$ cat config.mk
export PLATFORM = sky130hd
export DESIGN_NAME = spipm_top
export DESIGN_NICKNAME = d
export VERILOG_FILES = /design/src/rtl/spipm_top.v /design/src/rtl/spipm_prescaler.v /design/src/rtl/spipm_rate_divider.v
export VERILOG_INCLUDE_DIRS = /design/src /design/src/rtl
export SDC_FILE = /design/constraint.sdc
export NUM_CORES = 1
export LEC_CHECK = 0
export ABC_CLOCK_PERIOD_IN_PS = 4600
export BUFFER_PORTS_ARGS = -buffer_cell sky130_fd_sc_hd__buf_2
export CAP_MARGIN = 25
export CORE_UTILIZATION = 29
export CTS_CLUSTER_DIAMETER = 50
export DETAILED_ROUTE_END_ITERATION = 10
export PLACE_DENSITY = 0.44
export SYNTH_ARGS = -nofsm -noshare
export SYNTH_HDL_FRONTEND = slang
export SYNTH_SLANG_ARGS = --single-unit
$ cat constraint.sdc
create_clock -name clock_i -period 4.6 [get_ports clock_i]
set_input_delay 1.15 -clock clock_i [delete_from_list [all_inputs] [get_ports clock_i]]
set_output_delay 1.15 -clock clock_i [all_outputs]
set_load 0.01 [all_outputs]
$ cat src/rtl/spipm_defines.vh
// Constants for the serial pin-mode and bit-rate block: offsets, fields, resets, implemented-bit masks.
// Assumes inclusion by bare name from the design files under rtl/.
`ifndef SPIPM_DEFINES_VH
`define SPIPM_DEFINES_VH

// Register offsets on the plain register port.
`define SPIPM_ADDR_OPT 3'h0
`define SPIPM_ADDR_RATE 3'h1
`define SPIPM_ADDR_CTRL 3'h2
`define SPIPM_ADDR_STAT 3'h3
`define SPIPM_ADDR_MASK 3'h4

// Option control fields.
`define SPIPM_OPT_FDE 4
`define SPIPM_OPT_SWOE 3
`define SPIPM_OPT_HIW 1
`define SPIPM_OPT_SWS 0
`define SPIPM_OPT_IMPL 8'h1b

// Bit rate fields.
`define SPIPM_RATE_PRE_HI 6
`define SPIPM_RATE_PRE_LO 4
`define SPIPM_RATE_DIV_HI 2
`define SPIPM_RATE_DIV_LO 0
`define SPIPM_RATE_IMPL 8'h77

// Control register fields: enable, controller role, select out enable.
`define SPIPM_CTRL_EN 0
`define SPIPM_CTRL_ROLE 1
`define SPIPM_CTRL_SOE 2
`define SPIPM_CTRL_IMPL 8'h07

// Status and mask bits.
`define SPIPM_ST_FAULT 0
`define SPIPM_ST_IMPL 8'h01

// Reset values.
`define SPIPM_OPT_RST 8'h00
`define SPIPM_RATE_RST 8'h00
`define SPIPM_CTRL_RST 8'h00
`define SPIPM_MASK_RST 8'h00

`endif

$ cat src/rtl/spipm_top.v
// Serial pin-mode and bit-rate block: option and rate registers, pin steering,
// fault detection and the controller bit clock generator.
// Assumes a plain register port and pins synchronous to clock_i.
//
// Function
// - Unimplemented option bits 7,6,5,2 read zero
// - Target role ignores fault enable; select input
// - Controller without fault enable releases select
// - Controller with fault enable uses select pin
// - Select out enable chooses output over fault
// - Low select in controller sets fault flag
// - Output enable ignored unless single wire
// - Single wire: output enable drives data pin
// - Single wire target uses the MISO pin
// - Single wire controller uses the MOSI pin
// - Otherwise separate input and output pins
// - Halt in wait stops serial clocks
// - Rate register accessible at any time
// - Prescaler clocked from bus clock, feeds divider
// - Prescaler divides by code plus one
// - Divider feeds controller bit clock
// - Divider divides by two to code+1
//
// Added by the designer: the address-and-strobe port and the placing of the registers.
`timescale 1ns/100ps
`include "spipm_defines.vh"
module spipm_top (
  // Clock and reset.
  input wire clock_i,
  input wire rst_i,
  // Register port.
  input wire [2:0] addr_i,
  input wire [7:0] wdata_i,
  input wire wr_i,
  input wire rd_i,
  output reg [7:0] rdata_o,
  // System.
  input wire wait_mode_i,
  output reg irq_o,
  // Serial data out for the shifter and serial data in toward it.
  input wire tx_bit_i,
  output reg rx_bit_o,
  // Bit rate pulses toward the shifter, and the serial clock level.
  output reg bit_tick_o,
  output reg sclk_o,
  // MOSI pin; enable low means driving.
  input wire mosi_i,
  output reg mosi_o,
  output reg mosi_oe_n_o,
  output reg mosi_spi_owned_o,
  // MISO pin; enable low means driving.
  input wire miso_i,
  output reg miso_o,
  output reg miso_oe_n_o,
  output reg miso_spi_owned_o,
  // Select pin; enable low means driving.
  input wire ss_n_i,
  output reg ss_n_o,
  output reg ss_oe_n_o,
  output reg ss_spi_owned_o,
  // Transfer active from the shifter, used for automatic select.
  input wire busy_i
);
  reg [7:0] opt_q;
  reg [7:0] rate_q;
  reg [7:0] ctrl_q;
  reg [7:0] stat_q;
  reg [7:0] mask_q;
  reg [7:0] rdata_d;
  reg sclk_q;
  wire en_w;
  wire role_w;
  wire fde_w;
  wire sws_w;
  wire swoe_w;
  wire soe_w;
  wire run_w;
  wire pre_tick_w;
  wire bit_tick_w;
  wire edge_tick_w;
  wire fault_in_w;
  wire fault_set_w;
  wire [7:0] stat_d;

  assign en_w = ctrl_q[`SPIPM_CTRL_EN];
  assign role_w = ctrl_q[`SPIPM_CTRL_ROLE];
  assign soe_w = ctrl_q[`SPIPM_CTRL_SOE];
  assign fde_w = opt_q[`SPIPM_OPT_FDE] & role_w;
  assign sws_w = opt_q[`SPIPM_OPT_SWS];
  assign swoe_w = opt_q[`SPIPM_OPT_SWOE] & sws_w;

  // Clocks halt in wait only when asked; the generator restarts from zero on resume.
  assign run_w = en_w & role_w & ~(wait_mode_i & opt_q[`SPIPM_OPT_HIW]);

  // Register writes; the rate register is writable in any state.
  always @(posedge clock_i) begin
    if (rst_i) begin
      opt_q <= `SPIPM_OPT_RST;
      rate_q <= `SPIPM_RATE_RST;
      ctrl_q <= `SPIPM_CTRL_RST;
      mask_q <= `SPIPM_MASK_RST;
    end else if (wr_i) begin
      case (addr_i)
        `SPIPM_ADDR_OPT: opt_q <= wdata_i & `SPIPM_OPT_IMPL;
        `SPIPM_ADDR_RATE: rate_q <= wdata_i & `SPIPM_RATE_IMPL;
        `SPIPM_ADDR_CTRL: ctrl_q <= wdata_i & `SPIPM_CTRL_IMPL;
        `SPIPM_ADDR_MASK: mask_q <= wdata_i & `SPIPM_ST_IMPL;
        default: opt_q <= opt_q;
      endcase
    end
  end

  // Fault when acting as controller with fault input selected and select driven low.
  assign fault_in_w = en_w & fde_w & ~soe_w;
  assign fault_set_w = fault_in_w & ~ss_n_i;

  // Sticky status: set wins over a write-one clear in the same cycle.
  assign stat_d = fault_set_w ? (stat_q | 8'h01) :
                  ((wr_i && addr_i == `SPIPM_ADDR_STAT) ? (stat_q & ~wdata_i) : stat_q);

  always @(posedge clock_i) begin
    if (rst_i) begin
      stat_q <= 8'h00;
      irq_o <= 1'b0;
    end else begin
      stat_q <= stat_d & `SPIPM_ST_IMPL;
      irq_o <= |(stat_d & mask_q & `SPIPM_ST_IMPL);
    end
  end

  // Read mux; unmapped addresses read zero.
  always @* begin
    case (addr_i)
      `SPIPM_ADDR_OPT: rdata_d = opt_q;
      `SPIPM_ADDR_RATE: rdata_d = rate_q;
      `SPIPM_ADDR_CTRL: rdata_d = ctrl_q;
      `SPIPM_ADDR_STAT: rdata_d = stat_q;
      `SPIPM_ADDR_MASK: rdata_d = mask_q;
      default: rdata_d = 8'h00;
    endcase
  end

  // Read data stands only in the cycle after the strobe.
  always @(posedge clock_i) begin
    if (rst_i) begin
      rdata_o <= 8'h00;
    end else begin
      rdata_o <= rd_i ? rdata_d : 8'h00;
    end
  end

  // Two-stage generator: prescaler then power-of-two divider, total 2 to 2048.
  spipm_prescaler u_pre (
    .clock_i(clock_i),
    .rst_i(rst_i),
    .run_i(run_w),
    .prescale_code_i(rate_q[`SPIPM_RATE_PRE_HI:`SPIPM_RATE_PRE_LO]),
    .tick_o(pre_tick_w)
  );

  spipm_rate_divider u_div (
    .clock_i(clock_i),
    .rst_i(rst_i),
    .run_i(run_w),
    .tick_i(pre_tick_w),
    .rate_divide_code_i(rate_q[`SPIPM_RATE_DIV_HI:`SPIPM_RATE_DIV_LO]),
    .bit_tick_o(bit_tick_w),
    .edge_tick_o(edge_tick_w)
  );

  // Serial clock toggles on each half period, so its rate is bus over the product.
  always @(posedge clock_i) begin
    if (rst_i || !run_w) begin
      sclk_q <= 1'b0;
      sclk_o <= 1'b0;
      bit_tick_o <= 1'b0;
    end else begin
      sclk_q <= edge_tick_w ? ~sclk_q : sclk_q;
      sclk_o <= edge_tick_w ? ~sclk_q : sclk_q;
      bit_tick_o <= bit_tick_w;
    end
  end

  // Pin steering; a pin the block does not own is left to general-purpose I/O.
  always @(posedge clock_i) begin
    if (rst_i) begin
      mosi_o <= 1'b0;
      mosi_oe_n_o <= 1'b1;
      mosi_spi_owned_o <= 1'b0;
      miso_o <= 1'b0;
      miso_oe_n_o <= 1'b1;
      miso_spi_owned_o <= 1'b0;
      ss_n_o <= 1'b1;
      ss_oe_n_o <= 1'b1;
      ss_spi_owned_o <= 1'b0;
      rx_bit_o <= 1'b0;
    end else begin
      mosi_o <= tx_bit_i;
      miso_o <= tx_bit_i;
      if (!en_w) begin
        mosi_oe_n_o <= 1'b1;
        miso_oe_n_o <= 1'b1;
        mosi_spi_owned_o <= 1'b0;
        miso_spi_owned_o <= 1'b0;
        rx_bit_o <= 1'b0;
      end else if (sws_w && role_w) begin
        mosi_oe_n_o <= ~swoe_w;
        mosi_spi_owned_o <= 1'b1;
        miso_oe_n_o <= 1'b1;
        miso_spi_owned_o <= 1'b0;
        rx_bit_o <= mosi_i;
      end else if (sws_w) begin
        miso_oe_n_o <= ~swoe_w;
        miso_spi_owned_o <= 1'b1;
        mosi_oe_n_o <= 1'b1;
        mosi_spi_owned_o <= 1'b0;
        rx_bit_o <= miso_i;
      end else begin
        mosi_oe_n_o <= ~role_w;
        miso_oe_n_o <= role_w | ss_n_i;
        mosi_spi_owned_o <= 1'b1;
        miso_spi_owned_o <= 1'b1;
        rx_bit_o <= role_w ? miso_i : mosi_i;
      end
      // Select pin: target input, released, fault input, or automatic output.
      if (!en_w) begin
        ss_spi_owned_o <= 1'b0;
        ss_oe_n_o <= 1'b1;
        ss_n_o <= 1'b1;
      end else if (!role_w) begin
        ss_spi_owned_o <= 1'b1;
        ss_oe_n_o <= 1'b1;
        ss_n_o <= 1'b1;
      end else if (!fde_w) begin
        ss_spi_owned_o <= 1'b0;
        ss_oe_n_o <= 1'b1;
        ss_n_o <= 1'b1;
      end else begin
        ss_spi_owned_o <= 1'b1;
        ss_oe_n_o <= ~soe_w;
        ss_n_o <= ~busy_i;
      end
    end
  end
endmodule

$ cat src/rtl/spipm_prescaler.v
// Prescaler: divides the bus clock by code plus one, as a one-cycle enable pulse.
// Assumes one clock, synchronous active-high reset, and a halt input for wait.
`timescale 1ns/100ps
module spipm_prescaler (
  // Clock and reset.
  input wire clock_i,
  input wire rst_i,
  // Control.
  input wire run_i,
  input wire [2:0] prescale_code_i,
  // Output pulse.
  output reg tick_o
);
  reg [2:0] count_q;

  // Count up to the code; a code change takes effect at once, and the >= compare wraps a count past a lowered code, avoiding a stuck count.
  always @(posedge clock_i) begin
    if (rst_i || !run_i) begin
      count_q <= 3'h0;
      tick_o <= 1'b0;
    end else if (count_q >= prescale_code_i) begin
      count_q <= 3'h0;
      tick_o <= 1'b1;
    end else begin
      count_q <= count_q + 3'h1;
      tick_o <= 1'b0;
    end
  end
endmodule

$ cat src/rtl/spipm_rate_divider.v
// Rate divider: divides prescaler pulses by 2 to the power of code plus one.
// Assumes the input pulse is one cycle wide and synchronous to the same clock.
`timescale 1ns/100ps
module spipm_rate_divider (
  // Clock and reset.
  input wire clock_i,
  input wire rst_i,
  // Control.
  input wire run_i,
  input wire tick_i,
  input wire [2:0] rate_divide_code_i,
  // Outputs.
  output reg bit_tick_o,
  output reg edge_tick_o
);
  reg [7:0] count_q;
  wire [7:0] last_w;

  // Divisor minus one, built as a run of code plus one low ones.
  // A left shift of two would overflow the byte at the top code.
  assign last_w = 8'hff >> (3'h7 - rate_divide_code_i);

  // One bit pulse per full divisor; an edge pulse at each half, which drives the serial clock.
  always @(posedge clock_i) begin
    if (rst_i || !run_i) begin
      count_q <= 8'h00;
      bit_tick_o <= 1'b0;
      edge_tick_o <= 1'b0;
    end else if (tick_i) begin
      edge_tick_o <= (count_q == last_w) || (count_q == (last_w >> 1));
      bit_tick_o <= (count_q >= last_w);
      count_q <= (count_q >= last_w) ? 8'h00 : count_q + 8'h01;
    end else begin
      bit_tick_o <= 1'b0;
      edge_tick_o <= 1'b0;
    end
  end
endmodule

==> Word level (Yosys, flattened, before mapping) <==
Cells that the tools add are included.
W data, S select, Z words.
{ "op_classes": {"add_sub_neg": 3, "n_lt_le_gt_ge": 2, "n_eq_ne": 6, "n_shift": 1, "n_mux": 16, "n_bitwise": 23, "reduce_logical": 16} }
{ "op_table": {"columns": ["op", "count"], "rows": [
  ["$pmux W7 S5", 1],
  ["$mux W1", 14],
  ["$not A1 Y1", 12],
  ["$and A1 B1 Y1", 10],
  ["$add A8 B1 Y8 const B", 1],
  ["$eq A8 B7 Y1", 1],
  ["$eq A8 B8 Y1", 1],
  ["$ge A8 B8 Y1", 1],
  ["$mux W8", 1],
  ["$reduce_and A2 Y1", 4],
  ["$reduce_or A2 Y1", 4],
  ["$shr A8 B3 Y8 const A", 1],
  ["$eq A3 B2 Y1 const B", 2],
  ["$reduce_or A4 Y1", 1],
  ["$add A3 B1 Y3 const B", 1],
  ["$eq A3 B1 Y1 const B", 1],
  ["$eq A3 B3 Y1 const B", 1],
  ["$ge A3 B3 Y1", 1],
  ["$logic_not A3 Y1", 1],
  ["$reduce_or A3 Y1", 1],
  ["$sub A3 B3 Y3 const A", 1],
  ["$logic_and A1 B1 Y1", 2],
  ["$logic_or A1 B1 Y1", 2],
  ["$logic_not A1 Y1", 1],
  ["$or A1 B1 Y1", 1]
]} }
{ "word_totals": {"register_bits": 49, "out_inout_bits": 21, "wordCells": 90} }

==> Longest topological paths before layout <==
Gate-level depths: netlist of run 1.
{ "depth": {"word_depth": 6, "depth_mapped": 10, "depth_no_buf": 7} }

==> Cells and area by module <==
A second synthesis of run 1 with hierarchy kept.
{ "hier_totals": {"hier_cells": 244, "hier_area_um2": 2387.3} }
{ "by_module_without_submodules": {"columns": ["module", "n_inst", "cells_each", "area_per_inst_um2", "seq_area_each_um2"], "rows": [
  ["spipm_top", 1, 131, 1332.5, 680.7],
  ["spipm_rate_divider", 1, 91, 832.0, 200.2],
  ["spipm_prescaler", 1, 22, 222.7, 80.1]
]} }

==> Least setup slack after synthesis of run 1 <==
OpenSTA, ideal clock, no wires.
{ "synth_timing": {"path_type": "input -> register", "from": "in addr_i[0]", "to": "reg rate_q[5]", "setup_ns": 0.128, "t_arrival_ns": 2.000, "slack_ns": 2.473, "stages": 5, "n_path_buf": 1, "cell_sequence": "buf_4 -> inv_1 -> nor3_4 -> mux2i_1 -> nor2_1"} }
{ "synth_via": {"elab_chain_len": 2} }
{ "synth_rtl": {"columns": ["element", "line_no", "rtl"], "rows": [
  ["start: declaration", "spipm_top.v:32", "input wire [2:0] addr_i,"],
  ["$eq A3 B1 Y1", "spipm_top.v:103", "case (addr_i)"],
  ["$reduce_and A2 Y1 (no source line)", null, null],
  ["end signal: assignment", "spipm_top.v:99", "rate_q <= `SPIPM_RATE_RST;"],
  ["end signal: assignment", "spipm_top.v:105", "`SPIPM_ADDR_RATE: rate_q <= wdata_i & `SPIPM_RATE_IMPL;"],
  ["end: declaration", "spipm_top.v:65", "reg [7:0] rate_q;"]
]} }
No other way between the ends.
A chain may end at the register's enable or synchronous reset.

==> Final worst setup path of run 1 <==
{ "layout_timing": {"from": "in rst_i", "to": "reg u_pre.count_q[2]"} }
{ "layout_via": {"elab_chain_len": 2} }
{ "layout_rtl": {"columns": ["element", "line_no", "rtl"], "rows": [
  ["start: declaration", "spipm_top.v:30", "input wire rst_i,"],
  ["$logic_or A1 B1 Y1", "spipm_prescaler.v:18", "if (rst_i || !run_i) begin"],
  ["$reduce_or A2 Y1 (no source line)", null, null],
  ["end signal: assignment", "spipm_prescaler.v:25", "count_q <= count_q + 3'h1;"],
  ["end: declaration", "spipm_prescaler.v:14", "reg [2:0] count_q;"]
]} }
No other way between the ends.

==> metrics.txt, run 1 <==
global-route wire length before repair 8804 um; syn_nets 276; vias in the first global route 1760; CP max FO 20; Critical path origin rst_i; Sink Count 48; commonest cells in the netlist dfxtp_1, nor2_1, mux2i_1; ys async rst share 0%; Worst setup EP type register; post-layout instance area 2565 sq um; Remaining DRCs 0; Clk Latency, worst-skew pair 300 ps; Crit path arrival time 2700 ps; post-route antenna net violation count 0; RSZ-0062 raised after global routing false; dominant cell by count in the synthesized netlist dfxtp_1; layout cells sized above 1 19.12%; Detailed Route Iter0 Violations 101; DIE HEIGHT 89.96 um; DIE AREA 8092 sq um; CTS Hold Bufs 0; Synth area leaders dfxtp_1, mux2i_1, ha_1; largest net degree at the start of global routing 21; clk root buf clkbuf_8; Total Routing Usage GR 13.67%; Core Rows 31; fillers 787; warnings from Yosys 0; # port buffers 39; status completed; post-CTS setup buffer count 0; via/cell ratio 4.674; remaining global-route overflow 0; CTS tree built; initial antenna violation count 0; Gate Count Post-Synth 243; hold path startpoint u_div.bit_tick_o$_SDFF_PP0_; Netlist cell types 49; CP Launch Type input pin; kind of critical path in2reg; total wire length 4937 um; Pwr per Cell Area 293.4 nW/um^2; Non-Filler Instances 371; Avg Cell Area, Syn 9.232 sq um; core region area 7370 sq um; reg2reg setup slack 2410 ps; setup TNS 0 ps; period utilisation layout 53.60%; Hold Crit Class reg2reg; Max VDD drop 0.00009662 V; Placed Cells 365; # H-tree levels 2; endpoints failing setup 0; fmax 405.6 MHz; ys flop type dfxtp_1; cts repair resizes 0; first-pass detailed-route iteration total 4; DR WL/cell 13.31 um; number of maximum-capacitance violations 0; Seq/Total Area, Yosys 42.83%; critical path required time 4840 ps; number of synthesized flops with an enable pin 0; leakage 0.001013 uW; area delta synth->final 14.33%; total CTS buffers 5; Die X 89.96 um; ANT cells 0; CTS max path bufs 2; clk slew on worst S/H paths 90 ps; Initial Util 30.44%; worst clock skew 6.880 ps; Synth Register Bits 48; r2r startpoint rate_q[2]$_SDFFE_PP0P_; Slew HR 60.83%; Yosys top cell by area dfxtp_1; Final HPWL DP 3538 um; Tmin final 2466 ps; Final Hold Viols 0; IO Pins 42; Placed Area 2466 sq um; Layout Nets 306; fin. max-slew vios 0; routed vias 1734; global placement routability congestion 0.7349; area share of the largest cell type after synthesis 42.83%; Worst Tran Pin Value 586.8 ps; mapped cell area 2243 sq um
-- power by group --
part           switching (uW)  total, uW  internal, uW
registers                4.98        424           419
logic                    23.3       40.0          16.7
clock network             133        289           156
total                     161        752           592
-- path summary, 6_finish.rpt --
| path | to | cells past startpoint |
|---|---|---|
| worst max-delay path | u_pre.count_q[2]$_SDFF_PP0_ | 5 |
| worst min-delay path | bit_tick_o$_SDFF_PP0_ | 2 |
| worst max register to register | u_div.bit_tick_o$_SDFF_PP0_ | 7 |
| worst min register to register | bit_tick_o$_SDFF_PP0_ | 2 |
-- area by class of cell --
type                    count  area, sq um  share of cell area (%)
repair buffers             39        195.2                   7.610
multi-input cells         166         1135                   44.24
clock inverters             1        30.03                   1.171
flip-flops and latches     48        960.9                   37.46
inverters                  13        51.30                   2.000
clock buffers               5        68.82                   2.683
well taps                  99        123.9                   4.829
-- flip-flops by register name, indices dropped and copies added (netlist names), 3 cells and up --
| register | flops |
|---|---|
| u_div.count_q | 8 |
| rdata_o | 7 |
| rate_q | 6 |
| opt_q | 4 |
| ctrl_q | 3 |
| u_pre.count_q | 3 |
-- metal layers --
layer	global-route usage, %	wire length [um]	vias up
met5	0	0	-
met4	5.645	82	0
met3	2.876	152	8
met2	21.92	2216	26
met1	17.86	2485	809
li1	-	-	891
-- cells by family after synthesis --
logic type               share of synthesized area, %
AO/OA/AOI/OAI                                   9.760
other                                          0.1672
XOR/XNOR                                        4.294
buffers and inverters                           6.581
flip-flops                                      42.83
AND/OR/NAND/NOR                                 21.14
multiplexers                                    8.533
adder cells (fa/ha/maj)                         6.693
-- worst max-delay path: stages --
cell      delay [ps]
buf_2            220
nor2b_1          370
nand3_1          490
nand2b_1         350
nor2_1           110
-- through the flow --
step	worst slack (ps)	power, uW	util, %	hold WS (ps)
3_3_place_gp	1710	473.8	33.46	395.8
3_5_place_dp	1746	474.2	33.46	401.6
2_1_floorplan	2473	458.7	-	393.6
6_report	2134	752.4	34.80	410.8
5_1_grt	1900	783.5	34.80	439.8
4_1_cts	2050	764.9	34.80	414.9
-- placed cells by master, fill, tap and decap left out, types with 2 or more instances in the layout --
master	synthesis	final
a21oi_1	11	11
nor2b_1	5	5
nand2b_1	5	5
inv_1	12	12
mux2i_1	18	18
a21o_1	3	3
o22ai_1	2	2
dfxtp_1	48	48
nand4_1	7	7
clkbuf_8	0	5
and2_1	2	2
buf_2	5	39
nand2_1	9	9
nor3_1	12	12
xor2_1	4	4
nand3_1	5	5
nor4_1	3	3
o21ai_0	3	3
xnor2_1	7	7
nor2_1	33	33
ha_1	12	12
No activity file was read; power rests on OpenSTA's default activity.
==> inputs of run 2 (changes only) <==
--- a/config.mk
+++ b/config.mk
@@ -6,13 +6,13 @@
 export SDC_FILE = /design/constraint.sdc
 export NUM_CORES = 1
 export LEC_CHECK = 0
-export ABC_CLOCK_PERIOD_IN_PS = 4600
+export ABC_CLOCK_PERIOD_IN_PS = 2000
 export BUFFER_PORTS_ARGS = -buffer_cell sky130_fd_sc_hd__buf_2
 export CAP_MARGIN = 25
 export CORE_UTILIZATION = 29
 export CTS_CLUSTER_DIAMETER = 50
 export DETAILED_ROUTE_END_ITERATION = 10
-export PLACE_DENSITY = 0.44
+export PLACE_DENSITY = 0.46
 export SYNTH_ARGS = -nofsm -noshare
 export SYNTH_HDL_FRONTEND = slang
 export SYNTH_SLANG_ARGS = --single-unit
==> constraint.sdc (replaced) <==
create_clock -name clock_i -period 2 [get_ports clock_i]
set_input_delay 0.5 -clock clock_i [delete_from_list [all_inputs] [get_ports clock_i]]
set_output_delay 0.5 -clock clock_i [all_outputs]
set_load 0.01 [all_outputs]
==> metrics.txt, run 2 (synthesized netlist as in run 1, its figures left out) <==
Detailed Route Iter0 Violations 107 (was 101); Pwr per Cell Area 631.8 nW/um^2 (was 293.4 nW/um^2); Sink Count 48 (unchanged); clk root buf clkbuf_8 (unchanged); ANT cells 0 (unchanged); Total Routing Usage GR 12.98% (was 13.67%); total CTS buffers 5 (unchanged); Die X 89.96 um (unchanged); RSZ-0062 raised after global routing false (unchanged); # H-tree levels 2 (unchanged); CTS max path bufs 2 (unchanged); Critical R2R Capture u_div.count_q[4]$_SDFFE_PP0P_ (was u_div.bit_tick_o$_SDFF_PP0_); DIE HEIGHT 89.96 um (unchanged); Largest register FFs 8 (unchanged); worst clock skew 8.580 ps (was 6.880 ps); area delta synth->final 19.24% (was 14.33%); Initial Util 30.44% (unchanged); Tmin final 1772 ps; r2r startpoint rate_q[0]$_SDFFE_PP0P_ (was rate_q[2]$_SDFFE_PP0P_); initial antenna violation count 0 (unchanged); biggest regs u_div.count_q x8, rdata_o x7, rate_q x6 (unchanged); register area 963.4 sq um (was 960.9 sq um); Hold Crit Class in2reg (was reg2reg); period utilisation layout 88.61%; kind of critical path reg2reg (was in2reg); endpoints failing setup 0 (unchanged); Min-Delay Path Depth 2 (unchanged); WHS Endpoint miso_o$_SDFF_PP0_ (was bit_tick_o$_SDFF_PP0_); post-route antenna net violation count 0 (unchanged); clk slew on worst S/H paths 100 ps (was 90 ps); number of maximum-capacitance violations 0 (unchanged); fin. max-slew vios 0 (unchanged); Remaining DRCs 0 (unchanged); via/cell ratio 4.588 (was 4.674); largest reg by FF count u_div.count_q (unchanged); CTS tree built (unchanged); # port buffers 39 (unchanged); r2r worst-path depth 7 (unchanged); global placement routability congestion 0.7398 (was 0.7349); Final HPWL DP 3686 um (was 3538 um); Placed Area 2579 sq um (was 2466 sq um); routed vias 1780 (was 1734); fmax 564.3 MHz; multi-input combinational cell area 1136 sq um (was 1135 sq um); reg2reg setup slack 230 ps (was 2410 ps); largest net degree at the start of global routing 15 (was 21); total wire length 4995 um (was 4937 um); Final Hold Viols 0 (unchanged); IO Pins 42 (unchanged); vias in the first global route 1730 (was 1760); remaining global-route overflow 0 (unchanged); CTS Hold Bufs 0 (unchanged); leakage 0.001091 uW (was 0.001013 uW); Layout Nets 321 (was 306); Clk Latency, worst-skew pair 300 ps (about the same); most common cell after layout, fill and taps aside dfxtp_1 (unchanged); status completed (unchanged); fillers 800 (was 787); Worst setup EP type register (unchanged); first-pass detailed-route iteration total 4 (unchanged); Crit path arrival time 2000 ps (was 2700 ps); post-layout instance area 2675 sq um (was 2565 sq um); global-route wire length before repair 8431 um (was 8804 um); CP max FO 9 (was 20); setup TNS 0 ps (unchanged); hold path startpoint tx_bit_i (was u_div.bit_tick_o$_SDFF_PP0_); most frequent cells in the layout dfxtp_1, buf_2, nor2_1 (unchanged); DIE AREA 8092 sq um (unchanged); critical path required time 2220 ps (was 4840 ps); layout cells sized above 1 24.91% (was 19.12%); DR WL/cell 12.87 um (was 13.31 um); CP Launch Type register (was input pin); core region area 7370 sq um (unchanged); Max VDD drop 0.0003239 V (was 0.00009662 V); Core Rows 31 (unchanged)
-- run 2: where the power goes --
part / switching (uW) / internal [uW]
clock network: 337 / 277
logic: 58.6 / 45.3
registers: 8.50 / 963
total: 404 / 1290
-- run 2: metrics by stage --
| step | setup WS, ps | hold slack, ps | util [%] | std cells | total power (uW) |
|---|---|---|---|---|---|
| 2_1_floorplan | 116.3 | 393.6 | - | 243 | 1055 |
| 3_3_place_gp | 131.8 | 395.0 | 34.99 | 380 | 1098 |
| 3_5_place_dp | 98.67 | 404.3 | 34.99 | 380 | 1099 |
| 4_1_cts | 68.23 | 389.2 | 36.25 | 388 | 1708 |
| 5_1_grt | 38.87 | 397.0 | 36.30 | 388 | 1761 |
| 6_report | 227.8 | 395.2 | 36.30 | 388 | 1690 |
-- run 2: area by class of cell --
cell class / count / share of cell area (%)
sequential: 48 / 36.01
tap: 99 / 4.630
inverter: 13 / 1.918
timing repair buffer: 54 / 11.51
clock inverter: 2 / 0.3742
multi-input combinational: 166 / 42.47
clock buffer: 6 / 3.087
-- run 2: how the worst max path moves through the flow --
stage / end / cells after the start / slack, ps / from
CTS: u_div.bit_tick_o$_SDFF_PP0_ / 8 / 70 / rate_q[2]$_SDFFE_PP0P_
global placement: u_div.count_q[1]$_SDFFE_PP0P_ / 8 / 130 / rate_q[2]$_SDFFE_PP0P_
finish: u_div.count_q[4]$_SDFFE_PP0P_ / 7 / 230 / rate_q[0]$_SDFFE_PP0P_
global route: u_div.count_q[4]$_SDFFE_PP0P_ / 7 / 40 / rate_q[0]$_SDFFE_PP0P_
detailed placement: u_div.count_q[4]$_SDFFE_PP0P_ / 8 / 100 / rate_q[2]$_SDFFE_PP0P_
floorplan: u_div.bit_tick_o$_SDFF_PP0_ / 9 / 120 / rate_q[1]$_SDFFE_PP0P_
-- run 2: routing by layer --
metal	vias to the layer above	global-route usage, %	part of all wire (%)
met5	-	0	0
met4	0	4.435	1.2
met3	4	2.876	3.0
met2	22	21.41	46
met1	833	16.71	50
li1	921	-	-
-- run 2: timing repair --
item,CTS,global route
endpoints found under the setup margin,0,9
resized for setup,0,3
hold endpoints to repair,0,0
buffers inserted,0,0
-- run 2: critical path: stages, from the launching register on --
cell and delay (ps):
dfxtp_1 410, o21ai_0 120, ha_1 300, a21o_1 160, a21oi_1 150, o22ai_1 90, a21o_2 260, nor3_1 200
